--- src/verilog/psp_pkg.sv ---
// Constants for the parallel slave byte port
package psp_pkg;
	// Register offsets
	localparam logic [7:0] OFF_DATA_LATCH   = 8'h08;
	localparam logic [7:0] OFF_CTRL_PORT    = 8'h09;
	localparam logic [7:0] OFF_INT_CTRL     = 8'h0b;
	localparam logic [7:0] OFF_IRQ_FLAGS    = 8'h0c;
	localparam logic [7:0] OFF_STATUS_DIR   = 8'h89;
	localparam logic [7:0] OFF_DATA_DIR     = 8'h88;
	localparam logic [7:0] OFF_IRQ_ENABLES  = 8'h8c;
	localparam logic [7:0] OFF_PIN_CONFIG   = 8'h9f;
	// Field positions in slave_port_status_dir
	localparam int BIT_IN_FULL   = 7;
	localparam int BIT_OUT_FULL  = 6;
	localparam int BIT_OVERRUN   = 5;
	localparam int BIT_SELECT    = 4;
	// Slave port irq bit in flags and enables
	localparam int BIT_PSP_IRQ   = 7;
	// Reset values
	localparam logic [2:0] RST_CTRL_DIR  = 3'h7;
	localparam logic [7:0] RST_DATA_DIR  = 8'hff;
	localparam logic [7:0] RST_BYTE      = 8'h00;
	localparam logic [2:0] RST_PIN_CFG   = 3'h0;
	// Pin config value that makes the control pins digital
	localparam logic [2:0] PIN_CFG_DIGITAL = 3'h7;
	// Phase codes of the two-bit phase counter (four core cycles per instruction)
	localparam logic [1:0] PHASE_TWO  = 2'h1;
	localparam logic [1:0] PHASE_FOUR = 2'h3;
	// Synchroniser depth
	localparam int SYNC_STAGES = 2;
endpackage : psp_pkg

--- src/verilog/parallel_slave_byte_port.sv ---
// Parallel slave byte port: register file, strobe handling and data pins
`timescale 1ns/1ps
`default_nettype none
module parallel_slave_byte_port (
	// Clock and reset
	input  wire logic       clk,
	input  wire logic       sys_rst,
	// Register port
	input  wire logic [7:0] reg_addr,
	input  wire logic [7:0] reg_wdata,
	input  wire logic       reg_write,
	input  wire logic       reg_read,
	output var  logic [7:0] reg_rdata,
	// Data pins
	input  wire logic [7:0] data_pin_in,
	output var  logic [7:0] data_pin_out,
	output logic      [7:0] data_pin_oe,
	// Control pins
	input  wire logic [2:0] ctrl_pin_in,
	output var  logic [2:0] ctrl_pin_out,
	output logic      [2:0] ctrl_pin_oe,
	// Interrupt
	output logic            irq
);
	// ------------------------------------------------------------
	// Registers
	// ------------------------------------------------------------
	logic [7:0] out_latch;
	logic [7:0] in_latch;
	logic [7:0] gpio_in;
	logic [7:0] data_pin_direction;
	logic [2:0] control_pin_direction;
	logic [2:0] ctrl_latch;
	logic [2:0] analog_pin_config;
	logic [7:0] interrupt_control;
	logic [6:0] other_irq_flags;
	logic [6:0] other_irq_enables;
	logic       slave_port_select;
	logic       input_full_flag;
	logic       output_full_flag;
	logic       input_overrun_flag;
	logic       slave_port_irq_flag;
	logic       slave_port_irq_enable;

	// ------------------------------------------------------------
	// Synchronisers and phase counter
	// ------------------------------------------------------------
	logic       rd_n_s;
	logic       wr_n_s;
	logic       cs_n_s;
	logic [7:0] data_s1;
	logic [7:0] data_s2;
	logic [2:0] ctrl_s1;
	logic [2:0] ctrl_s2;
	logic [1:0] phase;

	sync_bit #(.RST_VAL(1'b1)) u_sync_rd (
		.clk      (clk),
		.sys_rst  (sys_rst),
		.async_in (ctrl_pin_in[0]),
		.sync_out (rd_n_s)
	);
	sync_bit #(.RST_VAL(1'b1)) u_sync_wr (
		.clk      (clk),
		.sys_rst  (sys_rst),
		.async_in (ctrl_pin_in[1]),
		.sync_out (wr_n_s)
	);
	sync_bit #(.RST_VAL(1'b1)) u_sync_cs (
		.clk      (clk),
		.sys_rst  (sys_rst),
		.async_in (ctrl_pin_in[2]),
		.sync_out (cs_n_s)
	);

	// Data and gpio pins, plain two-stage capture
	always_ff @(posedge clk) begin
		if (sys_rst) begin
			data_s1 <= 8'h00;
			data_s2 <= 8'h00;
			ctrl_s1 <= 3'h0;
			ctrl_s2 <= 3'h0;
		end else begin
			data_s1 <= data_pin_in;
			data_s2 <= data_s1;
			ctrl_s1 <= ctrl_pin_in;
			ctrl_s2 <= ctrl_s1;
		end
	end

	always_ff @(posedge clk) begin
		if (sys_rst) begin
			phase <= 2'h0;
		end else begin
			phase <= phase + 2'h1;
		end
	end

	// ------------------------------------------------------------
	// Access detection
	// ------------------------------------------------------------
	typedef enum logic [2:0] {
		ST_IDLE  = 3'b001,
		ST_WAIT2 = 3'b010,
		ST_WAIT4 = 3'b100
	} done_state_t;

	done_state_t wr_state;
	done_state_t rd_state;
	logic        wr_active;
	logic        rd_active;
	logic        wr_done;
	logic        rd_done;
	logic        wr_sel;
	logic        rd_sel;
	logic        cpu_rd_data;
	logic        cpu_wr_data;

	assign wr_sel = slave_port_select && !cs_n_s && !wr_n_s;
	assign rd_sel = slave_port_select && !cs_n_s && !rd_n_s;
	assign cpu_rd_data = reg_read && (reg_addr == psp_pkg::OFF_DATA_LATCH);
	assign cpu_wr_data = reg_write && (reg_addr == psp_pkg::OFF_DATA_LATCH);

	always_ff @(posedge clk) begin
		if (sys_rst) begin
			wr_active <= 1'b0;
			in_latch  <= psp_pkg::RST_BYTE;
		end else if (wr_sel) begin
			wr_active <= 1'b1;
			// Byte taken while low; last sample before release wins
			in_latch  <= data_s2;
		end else begin
			wr_active <= 1'b0;
		end
	end

	always_ff @(posedge clk) begin
		if (sys_rst) begin
			rd_active <= 1'b0;
		end else begin
			rd_active <= rd_sel;
		end
	end

	// write completion on phase four after phase two
	always_ff @(posedge clk) begin
		if (sys_rst) begin
			wr_state <= ST_IDLE;
		end else begin
			case (wr_state)
				ST_IDLE:  if (wr_active && !wr_sel) wr_state <= ST_WAIT2;
				ST_WAIT2: if (phase == psp_pkg::PHASE_TWO) wr_state <= ST_WAIT4;
				ST_WAIT4: if (phase == psp_pkg::PHASE_FOUR) wr_state <= ST_IDLE;
				default:  wr_state <= ST_IDLE;
			endcase
		end
	end
	assign wr_done = (wr_state == ST_WAIT4) && (phase == psp_pkg::PHASE_FOUR);

	// read completion on phase four after phase two
	always_ff @(posedge clk) begin
		if (sys_rst) begin
			rd_state <= ST_IDLE;
		end else begin
			case (rd_state)
				ST_IDLE:  if (rd_active && !rd_sel) rd_state <= ST_WAIT2;
				ST_WAIT2: if (phase == psp_pkg::PHASE_TWO) rd_state <= ST_WAIT4;
				ST_WAIT4: if (phase == psp_pkg::PHASE_FOUR) rd_state <= ST_IDLE;
				default:  rd_state <= ST_IDLE;
			endcase
		end
	end
	assign rd_done = (rd_state == ST_WAIT4) && (phase == psp_pkg::PHASE_FOUR);

	// ------------------------------------------------------------
	// Status flags
	// ------------------------------------------------------------
	// input full, set wins over the CPU read
	always_ff @(posedge clk) begin
		if (sys_rst || !slave_port_select) begin
			input_full_flag <= 1'b0;
		end else if (wr_done) begin
			input_full_flag <= 1'b1;
		end else if (cpu_rd_data) begin
			input_full_flag <= 1'b0;
		end
	end

	// overrun, sticky until software writes zero
	always_ff @(posedge clk) begin
		if (sys_rst) begin
			input_overrun_flag <= 1'b0;
		end else if (wr_done && input_full_flag && !cpu_rd_data) begin
			input_overrun_flag <= 1'b1;
		end else if (reg_write && reg_addr == psp_pkg::OFF_STATUS_DIR
				&& !reg_wdata[psp_pkg::BIT_OVERRUN]) begin
			input_overrun_flag <= 1'b0;
		end
	end

	// output full, read start clears it at once
	always_ff @(posedge clk) begin
		if (sys_rst || !slave_port_select) begin
			output_full_flag <= 1'b0;
		end else if (rd_sel && !rd_active) begin
			output_full_flag <= 1'b0;
		end else if (cpu_wr_data) begin
			output_full_flag <= 1'b1;
		end
	end

	// irq flag latched on every completion, set wins over clear
	always_ff @(posedge clk) begin
		if (sys_rst) begin
			slave_port_irq_flag <= 1'b0;
		end else if (wr_done || rd_done) begin
			slave_port_irq_flag <= 1'b1;
		end else if (reg_write && reg_addr == psp_pkg::OFF_IRQ_FLAGS
				&& reg_wdata[psp_pkg::BIT_PSP_IRQ]) begin
			slave_port_irq_flag <= 1'b0;
		end
	end

	assign irq = slave_port_irq_flag && slave_port_irq_enable;

	// ------------------------------------------------------------
	// Software registers
	// ------------------------------------------------------------
	// CPU writes go to the output latch
	always_ff @(posedge clk) begin
		if (sys_rst) begin
			out_latch <= psp_pkg::RST_BYTE;
		end else if (cpu_wr_data) begin
			out_latch <= reg_wdata;
		end
	end

	// mode and pin configuration, set by software
	always_ff @(posedge clk) begin
		if (sys_rst) begin
			slave_port_select     <= 1'b0;
			control_pin_direction <= psp_pkg::RST_CTRL_DIR;
			data_pin_direction    <= psp_pkg::RST_DATA_DIR;
			analog_pin_config     <= psp_pkg::RST_PIN_CFG;
			ctrl_latch            <= 3'h0;
			interrupt_control     <= psp_pkg::RST_BYTE;
			other_irq_enables     <= 7'h00;
			slave_port_irq_enable <= 1'b0;
			other_irq_flags       <= 7'h00;
		end else if (reg_write) begin
			case (reg_addr)
				psp_pkg::OFF_STATUS_DIR: begin
					slave_port_select     <= reg_wdata[psp_pkg::BIT_SELECT];
					control_pin_direction <= reg_wdata[2:0];
				end
				psp_pkg::OFF_DATA_DIR:    data_pin_direction <= reg_wdata;
				psp_pkg::OFF_PIN_CONFIG:  analog_pin_config  <= reg_wdata[2:0];
				psp_pkg::OFF_CTRL_PORT:   ctrl_latch         <= reg_wdata[2:0];
				psp_pkg::OFF_INT_CTRL:    interrupt_control  <= reg_wdata;
				psp_pkg::OFF_IRQ_ENABLES: begin
					slave_port_irq_enable <= reg_wdata[psp_pkg::BIT_PSP_IRQ];
					other_irq_enables     <= reg_wdata[6:0];
				end
				psp_pkg::OFF_IRQ_FLAGS:   other_irq_flags    <= reg_wdata[6:0];
				default: ;
			endcase
		end
	end

	// Gpio input: data pins registered every cycle, no pin config masking
	always_ff @(posedge clk) begin
		if (sys_rst) begin
			gpio_in <= 8'h00;
		end else begin
			gpio_in <= data_s2;
		end
	end

	// CPU reads of the data latch return the input latch in slave mode
	always_ff @(posedge clk) begin
		if (sys_rst) begin
			reg_rdata <= 8'h00;
		end else if (reg_read) begin
			case (reg_addr)
				psp_pkg::OFF_DATA_LATCH:  reg_rdata <= slave_port_select ? in_latch : gpio_in;
				psp_pkg::OFF_CTRL_PORT:   reg_rdata <= {5'h00,
					(analog_pin_config == psp_pkg::PIN_CFG_DIGITAL) ? ctrl_s2 : 3'h0};
				psp_pkg::OFF_INT_CTRL:    reg_rdata <= interrupt_control;
				psp_pkg::OFF_IRQ_FLAGS:   reg_rdata <= {slave_port_irq_flag, other_irq_flags};
				psp_pkg::OFF_STATUS_DIR:  reg_rdata <= {input_full_flag, output_full_flag,
					input_overrun_flag, slave_port_select, 1'b0, control_pin_direction};
				psp_pkg::OFF_DATA_DIR:    reg_rdata <= data_pin_direction;
				psp_pkg::OFF_IRQ_ENABLES: reg_rdata <= {slave_port_irq_enable, other_irq_enables};
				psp_pkg::OFF_PIN_CONFIG:  reg_rdata <= {5'h00, analog_pin_config};
				default:                  reg_rdata <= 8'h00;
			endcase
		end else begin
			reg_rdata <= 8'h00;
		end
	end

	// ------------------------------------------------------------
	// Pin drivers
	// ------------------------------------------------------------
	always_ff @(posedge clk) begin
		if (sys_rst) begin
			data_pin_out <= 8'h00;
			ctrl_pin_out <= 3'h0;
		end else begin
			data_pin_out <= out_latch;
			ctrl_pin_out <= ctrl_latch;
		end
	end

	// strobes alone steer the data pins in slave mode
	assign data_pin_oe = slave_port_select ? {8{rd_sel}} : ~data_pin_direction;
	// Control pins stay inputs in slave mode whatever the direction bits
	assign ctrl_pin_oe = slave_port_select ? 3'h0 : ~control_pin_direction;
endmodule : parallel_slave_byte_port
`default_nettype wire

--- src/verilog/sync_bit.sv ---
// Two-stage synchroniser for one asynchronous level
`timescale 1ns/1ps
`default_nettype none
module sync_bit #(
	parameter logic RST_VAL = 1'b1
) (
	// Clock and reset
	input  wire logic clk,
	input  wire logic sys_rst,
	// Async in, synchronised out
	input  wire logic async_in,
	output var  logic sync_out
);
	logic meta;

	always_ff @(posedge clk) begin
		if (sys_rst) begin
			meta     <= RST_VAL;
			sync_out <= RST_VAL;
		end else begin
			meta     <= async_in;
			sync_out <= meta;
		end
	end
endmodule : sync_bit
`default_nettype wire

--- config.mk ---
export PLATFORM = sky130hd
export DESIGN_NAME = parallel_slave_byte_port
export DESIGN_NICKNAME = d
export VERILOG_FILES = /design/src/verilog/psp_pkg.sv /design/src/verilog/parallel_slave_byte_port.sv /design/src/verilog/sync_bit.sv
export SDC_FILE = /design/constraint.sdc
export NUM_CORES = 1
export LEC_CHECK = 0
export BUFFER_PORTS_ARGS = -buffer_cell sky130_fd_sc_hd__buf_2
export CORE_ASPECT_RATIO = 1.75
export CORE_MARGIN = 5
export CORE_UTILIZATION = 45
export CTS_BUF_LIST = sky130_fd_sc_hd__clkbuf_2
export CTS_CLUSTER_SIZE = 20
export DETAILED_ROUTE_END_ITERATION = 6
export GPL_ROUTABILITY_DRIVEN = 0
export MAX_ROUTING_LAYER = met4
export PLACE_DENSITY = 0.68
export SYNTH_ARGS = -nofsm -noshare
export SYNTH_HDL_FRONTEND = slang
export SYNTH_SLANG_ARGS = --single-unit
--- constraint.sdc ---
create_clock -name clk -period 2.8 [get_ports clk]
set_input_delay 0.42 -clock clk [delete_from_list [all_inputs] [get_ports clk]]
set_output_delay 0.42 -clock clk [all_outputs]
set_load 0.005 [all_outputs]
Word-level counts from Yosys, hierarchy flattened
Index checks and enable logic that the tools add are counted.

Output and inout bits: 31. Logic and storage cells: 121. Input port bits: 31. Register bits after elaboration: 126.

Add/subtract/negate cells: 1. Bitwise operators: 3. Multiplexer cells: 18. Reductions and logical operators: 42. Equality and inequality tests: 23.

Operators by type and width (count): 8-bit case mux with 8 select lines (1); 8-bit by 4-bit == test with 1-bit output, second input constant (4); 8-bit == test, second input constant (4); 3-bit 2-to-1 mux (6); 3-bit case mux with 3 select lines (2); 1-bit logical AND (17); 8-bit 2-to-1 mux (2); 2-bit AND reduction (7); 2-bit inequality test, second input constant (6); 3-bit == test, second input constant (3); 1-bit logical NOT (9); 8-bit NOT (1); 1-bit 2-to-1 mux (7); 3-bit by 1-bit == test with 1-bit output, second input constant (2); 3-bit by 2-bit == test with 1-bit output, second input constant (2); 3-bit AND reduction (2); 2-bit nonzero test (3); 2-bit OR reduction (2); 3-bit NOT (1); 2-bit by 1-bit adder with 2-bit output, second input constant (1); 2-bit by 1-bit == test with 1-bit output, second input constant (1); 2-bit == test, second input constant (1); 1-bit logical OR (2); 1-bit NOT (1).

Logic depth before layout (Yosys ltp)
Depth in word-level cells: 7. Depth in mapped cells: 7. Gate-level depth less buffers: 6.

Cells and area by module
A second synthesis with hierarchy kept.

Cell total of the unflattened synthesis: 485. Area total of the unflattened synthesis: 4863.4 sq um.

Modules (own cells, without submodules): parallel_slave_byte_port (area an instance 4705.8 sq um, cells an instance 473, seq. area each 2402.3 sq um, times used 1); sync_bit (area an instance 52.6 sq um, cells an instance 4, seq. area each 40.0 sq um, times used 3).

Worst setup path after synthesis
OpenSTA, ideal clock, no wires.

Kind: input-to-reg. Start: in reg_addr[0]. End: reg reg_rdata[0]. Data required time: 2.651 ns. Path slack: 1.068 ns. Setup time: 0.149 ns. Stages on the path: 6. Data arrival time: 1.583 ns. Cells stage by stage: buf_6 > and4bb_4 > and2_4 > buf_6 > o41ai_4 > a41oi_1.

Word-level cells in the longest chain between the ends: 2.

Ends and longest elaborated chain: from (decl) (line parallel_slave_byte_port.sv:9) `input wire logic [7:0] reg_addr,`; 8-bit == test or 8-bit by 4-bit == test with 1-bit output (tied branches) (line parallel_slave_byte_port.sv:284) `case (reg_addr)`; 8-bit case mux with 8 select lines (*) (line parallel_slave_byte_port.sv:284); to (signal assigned) (line parallel_slave_byte_port.sv:285) `psp_pkg::OFF_DATA_LATCH: reg_rdata <= slave_port_select ? in_latch : gpio_in;`; to (signal assigned) (line parallel_slave_byte_port.sv:286) `psp_pkg::OFF_CTRL_PORT: reg_rdata <= {5'h00,`; to (signal assigned) (line parallel_slave_byte_port.sv:288) `psp_pkg::OFF_INT_CTRL: reg_rdata <= interrupt_control;`; to (decl) (line parallel_slave_byte_port.sv:13) `output var logic [7:0] reg_rdata,`.

Mark *: on every way between the ends. The rest lies on a longest branch, timed or not. A chain may end at the register's enable or synchronous reset.

Final worst setup path
Start: reg slave_port_select. End: out data_pin_oe[0].

Word-level cells in the longest chain between the ends: 3.

Ends and longest elaborated chain: from (decl) (line parallel_slave_byte_port.sv:38) `logic slave_port_select;`; from (signal assigned) (line parallel_slave_byte_port.sv:253) `slave_port_select <= reg_wdata[psp_pkg::BIT_SELECT];`; 1-bit logical AND (2 in a row) (line parallel_slave_byte_port.sv:120) `assign rd_sel = slave_port_select && !cs_n_s && !rd_n_s;`; 8-bit 2-to-1 mux (*) (line parallel_slave_byte_port.sv:316) `assign data_pin_oe = slave_port_select ? {8{rd_sel}} : ~data_pin_direction;`; to (decl) (line parallel_slave_byte_port.sv:17) `output logic [7:0] data_pin_oe,`.

Marked as above.

==> summary.txt <==
status: finished, final reports clean
met2 WL post-DR: 6.36 mm
vias post-DR: 3890
Tightest Pin Transition: 0.708 ns
synthesized cell area: 4920 um2
Core Area: 10700 um2
fin crit period: 2.51 ns
max-cap viol count: 0
Routed WL: 12.5 mm
slowest cell on the critical path: or3b_2
layout cells sized above 1: 22.1%
largest net degree at the start of global routing: 73
Hold Crit Depth: 3
clock group share of total power: 40.5%
Area Growth Syn to Fin: 15.9%
clk buf depth: 2
Fin. Hold Viols: 0
fin cells: 709
CTS Sinks: 126
clock skew: 0.0185 ns
total track usage: 20.7%
Inst Count DP: 663
Tcrit/Tclk final: 89.7%
DRT antenna net count: 0
vias in the first global route: 3952
Die Height: 148 um
Vias/cell: 5.49
Crit Path Class: reg -> out
Post-Synthesis Net Count: 534
Setup-failing EPs final: 0
Worst VDD drop: 413 uV
site row count: 50
M1 WL: 4.59 mm
CTS buffer count: 17
Starting Density: 46.0%
initial antenna violation count: 1
slowest stage delay, CP: 0.63 ns
hold_ws: 0.0650 ns
Avg Cell Area, Syn: 9.82 um2
clock-pin slew on the worst setup and hold paths: 0.19 ns
RSZ-0062 raised after global routing: no
CP Max Fanout: 11
slew margin rel.: 52.7%
Synth warnings: 0
Skew-Pair Late Insertion Delay: 0.66 ns
First-pass DRT Iterations: 5
clock root buffer: clkbuf_2
Worst setup EP type: primary output
input/output buffers: 61
highest routed layer: met4
Net Sw Frac: 23.5%
PD cells: 587 nW/um2
routed len/inst: 17.6 um
fin. max-slew vios: 0
leakage power total: 2.44 nW
num ports: 62
WP data arrival: 2.09 ns
# Post-CTS Setup Buffers: 0
crit-path cells: or3b_2 > o21ai_0 > buf_2
worst reg-to-reg path cell count: 3
sequential share of power: 54.7%
Int Power: 2.56 mW
detailed placer's ending HPWL: 8.93 mm
crit path launch type: flop
TritonCTS clock tree: done
grt ovf: 0
Die Area: 13200 um2
Die Width: 89.1 um
post-synthesis cell type count: 55
DRT iter0 DRCs: 312
first-pass GRT wire length: 20.1 mm
Logic pwr share: 4.8%
min-delay worst type: in -> reg
htree depth: 4
Crit path required time: 2.38 ns
Cells after Synth: 501
TNS Setup: 0 ns
final net count: 598
Psw: 784 uW
drt drc: 0
Fmax: 398 MHz
#FFs+latches synth: 126
Seq/Total Area, Yosys: 51.3%
met3 wire length: 640 um
-- through the flow --
step / instance area (um2) / util (%) / worst slack [ns] / power (mW)
5_1_grt: 5700 / 53.3 / 0.154 / 3.47
3_3_place_gp: 5270 / 49.2 / 0.649 / 2.01
2_1_floorplan: 4920 / - / 1.07 / 1.95
4_1_cts: 5690 / 53.2 / 0.0711 / 3.38
6_report: 5700 / 53.3 / 0.289 / 3.34
3_5_place_dp: 5270 / 49.2 / 0.638 / 2.01
-- final timing paths --
| kind | startpoint | endpoint | slack [ns] |
|---|---|---|---|
| worst max-delay path | slave_port_select | data_pin_oe[0] | 0.29 |
| worst min-delay path | reg_wdata[3] | other_irq_flags[3] | 0.07 |
| worst max register to register | slave_port_select | reg_rdata[1] | 1.05 |
| worst min register to register | u_sync_cs.meta | u_sync_cs.sync_out | 0.43 |
-- flip-flops by register name, indices dropped and copies added, names as in the netlist, 8 cells and up --
name and cells:
data_pin_direction 8, data_pin_out 8, data_s1 8, data_s2 8
gpio_in 8, in_latch 8, interrupt_control 8, out_latch 8
reg_rdata 8
-- cell families (layout without fill, tap and decap cells) --
kind of cell / Yosys count / after routing / synth area share (%)
compound gates: 64 / 64 / 8.75
fa+ha+maj: 2 / 2 / 0.508
buf+inv: 40 / 117 / 3.86
flops: 126 / 126 / 51.3
mux: 47 / 47 / 9.74
other cells: 0 / 1 / 0
simple gates: 222 / 222 / 25.9
-- metal layers --
metal,track usage (%),up-vias
met1,20.6,1816
met2,33.9,147
met3,5.27,59
met5,-,-
li1,-,1868
met4,15.2,0
-- power groups by stage --
stage               clock, mW  combinational (mW)  sequential (mW)
floorplan                   0              0.0910             1.86
global placement            0               0.143             1.87
detailed placement          0               0.144             1.87
CTS                      1.39               0.158             1.83
global route             1.47               0.173             1.83
finish                   1.36               0.160             1.83
-- cells in the final DEF (no fill, tap or decap), types with 3 or more instances in the layout --
cell and n:
a21oi_1 17, a22oi_1 13, a31oi_1 7, and2_1 4
and4_1 3, buf_2 60, buf_4 7, bufinv_16 5
clkbuf_2 17, clkinv_2 3, clkinvlp_4 3, dfxtp_1 125
dlygate4sd3_1 13, inv_1 5, mux2_2 7, mux2i_1 40
nand2_1 39, nand2b_1 3, nand3_1 21, nand3_2 3
nand3b_1 11, nand4_1 3, nor2_1 50, nor2b_1 43
nor3_1 8, nor3b_1 3, o21ai_0 16, or2_2 6
-- area by class of cell --
type	count	area, um2
clock inverters	15	218
diodes	1	2.50
clock buffers	17	85.1
well taps	130	163
flip-flops and latches	126	2520
fillers	958	5000
inverters	5	18.8
repair buffers	80	483
multi-input cells	335	2210
-- what timing repair did --
item,4_1_cts,5_1_grt
hold buffers,12,1
endpoints found under the setup margin,0,1
hold endpoints to repair,15,1
gates resized for setup,0,1
-- cells in the mapped netlist, drive strengths merged --
master	number	area [um2]
dfxtp	126	2520
nor2	50	188
nor2b	43	269
mux2i	40	400
nand2	39	146
clkbuf	24	91.3
nand3	24	135
a21oi	17	85.1
o21ai	16	80.1
a22oi	13	97.6
buf	11	80.1
nand3b	11	82.6
nor3	9	50.1
a31oi	7	43.8
mux2	7	78.8
or2	7	43.8
and2	6	40.0
inv	5	18.8
and4	3	26.3
and4bb	3	41.3
nand2b	3	18.8
nand4	3	18.8
nor3b	3	22.5
nor4b	3	47.5
a32oi	2	17.5
a41oi	2	25.0
ha	2	25.0
nand4bb	2	22.5
nor4	2	27.5
nor4bb	2	20.0
o21bai	2	15.0
or3	2	12.5
or3b	2	17.5
or4	2	18.8
a221oi	1	8.76
a222oi	1	10.0
a32o	1	10.0
and3	1	6.26
and4b	1	10.0
nand4b	1	8.76
o211a	1	10.0
o41ai	1	27.5
-- worst max-delay path, delay by kind of cell (launching register included) --
| kind | cells | cell delay, ns |
|---|---|---|
| simple gates | 1 | 0.63 |
| buf+inv | 1 | 0.13 |
| flops | 1 | 0.53 |
| compound gates | 1 | 0.12 |
No activity file was read; power rests on OpenSTA's default activity.
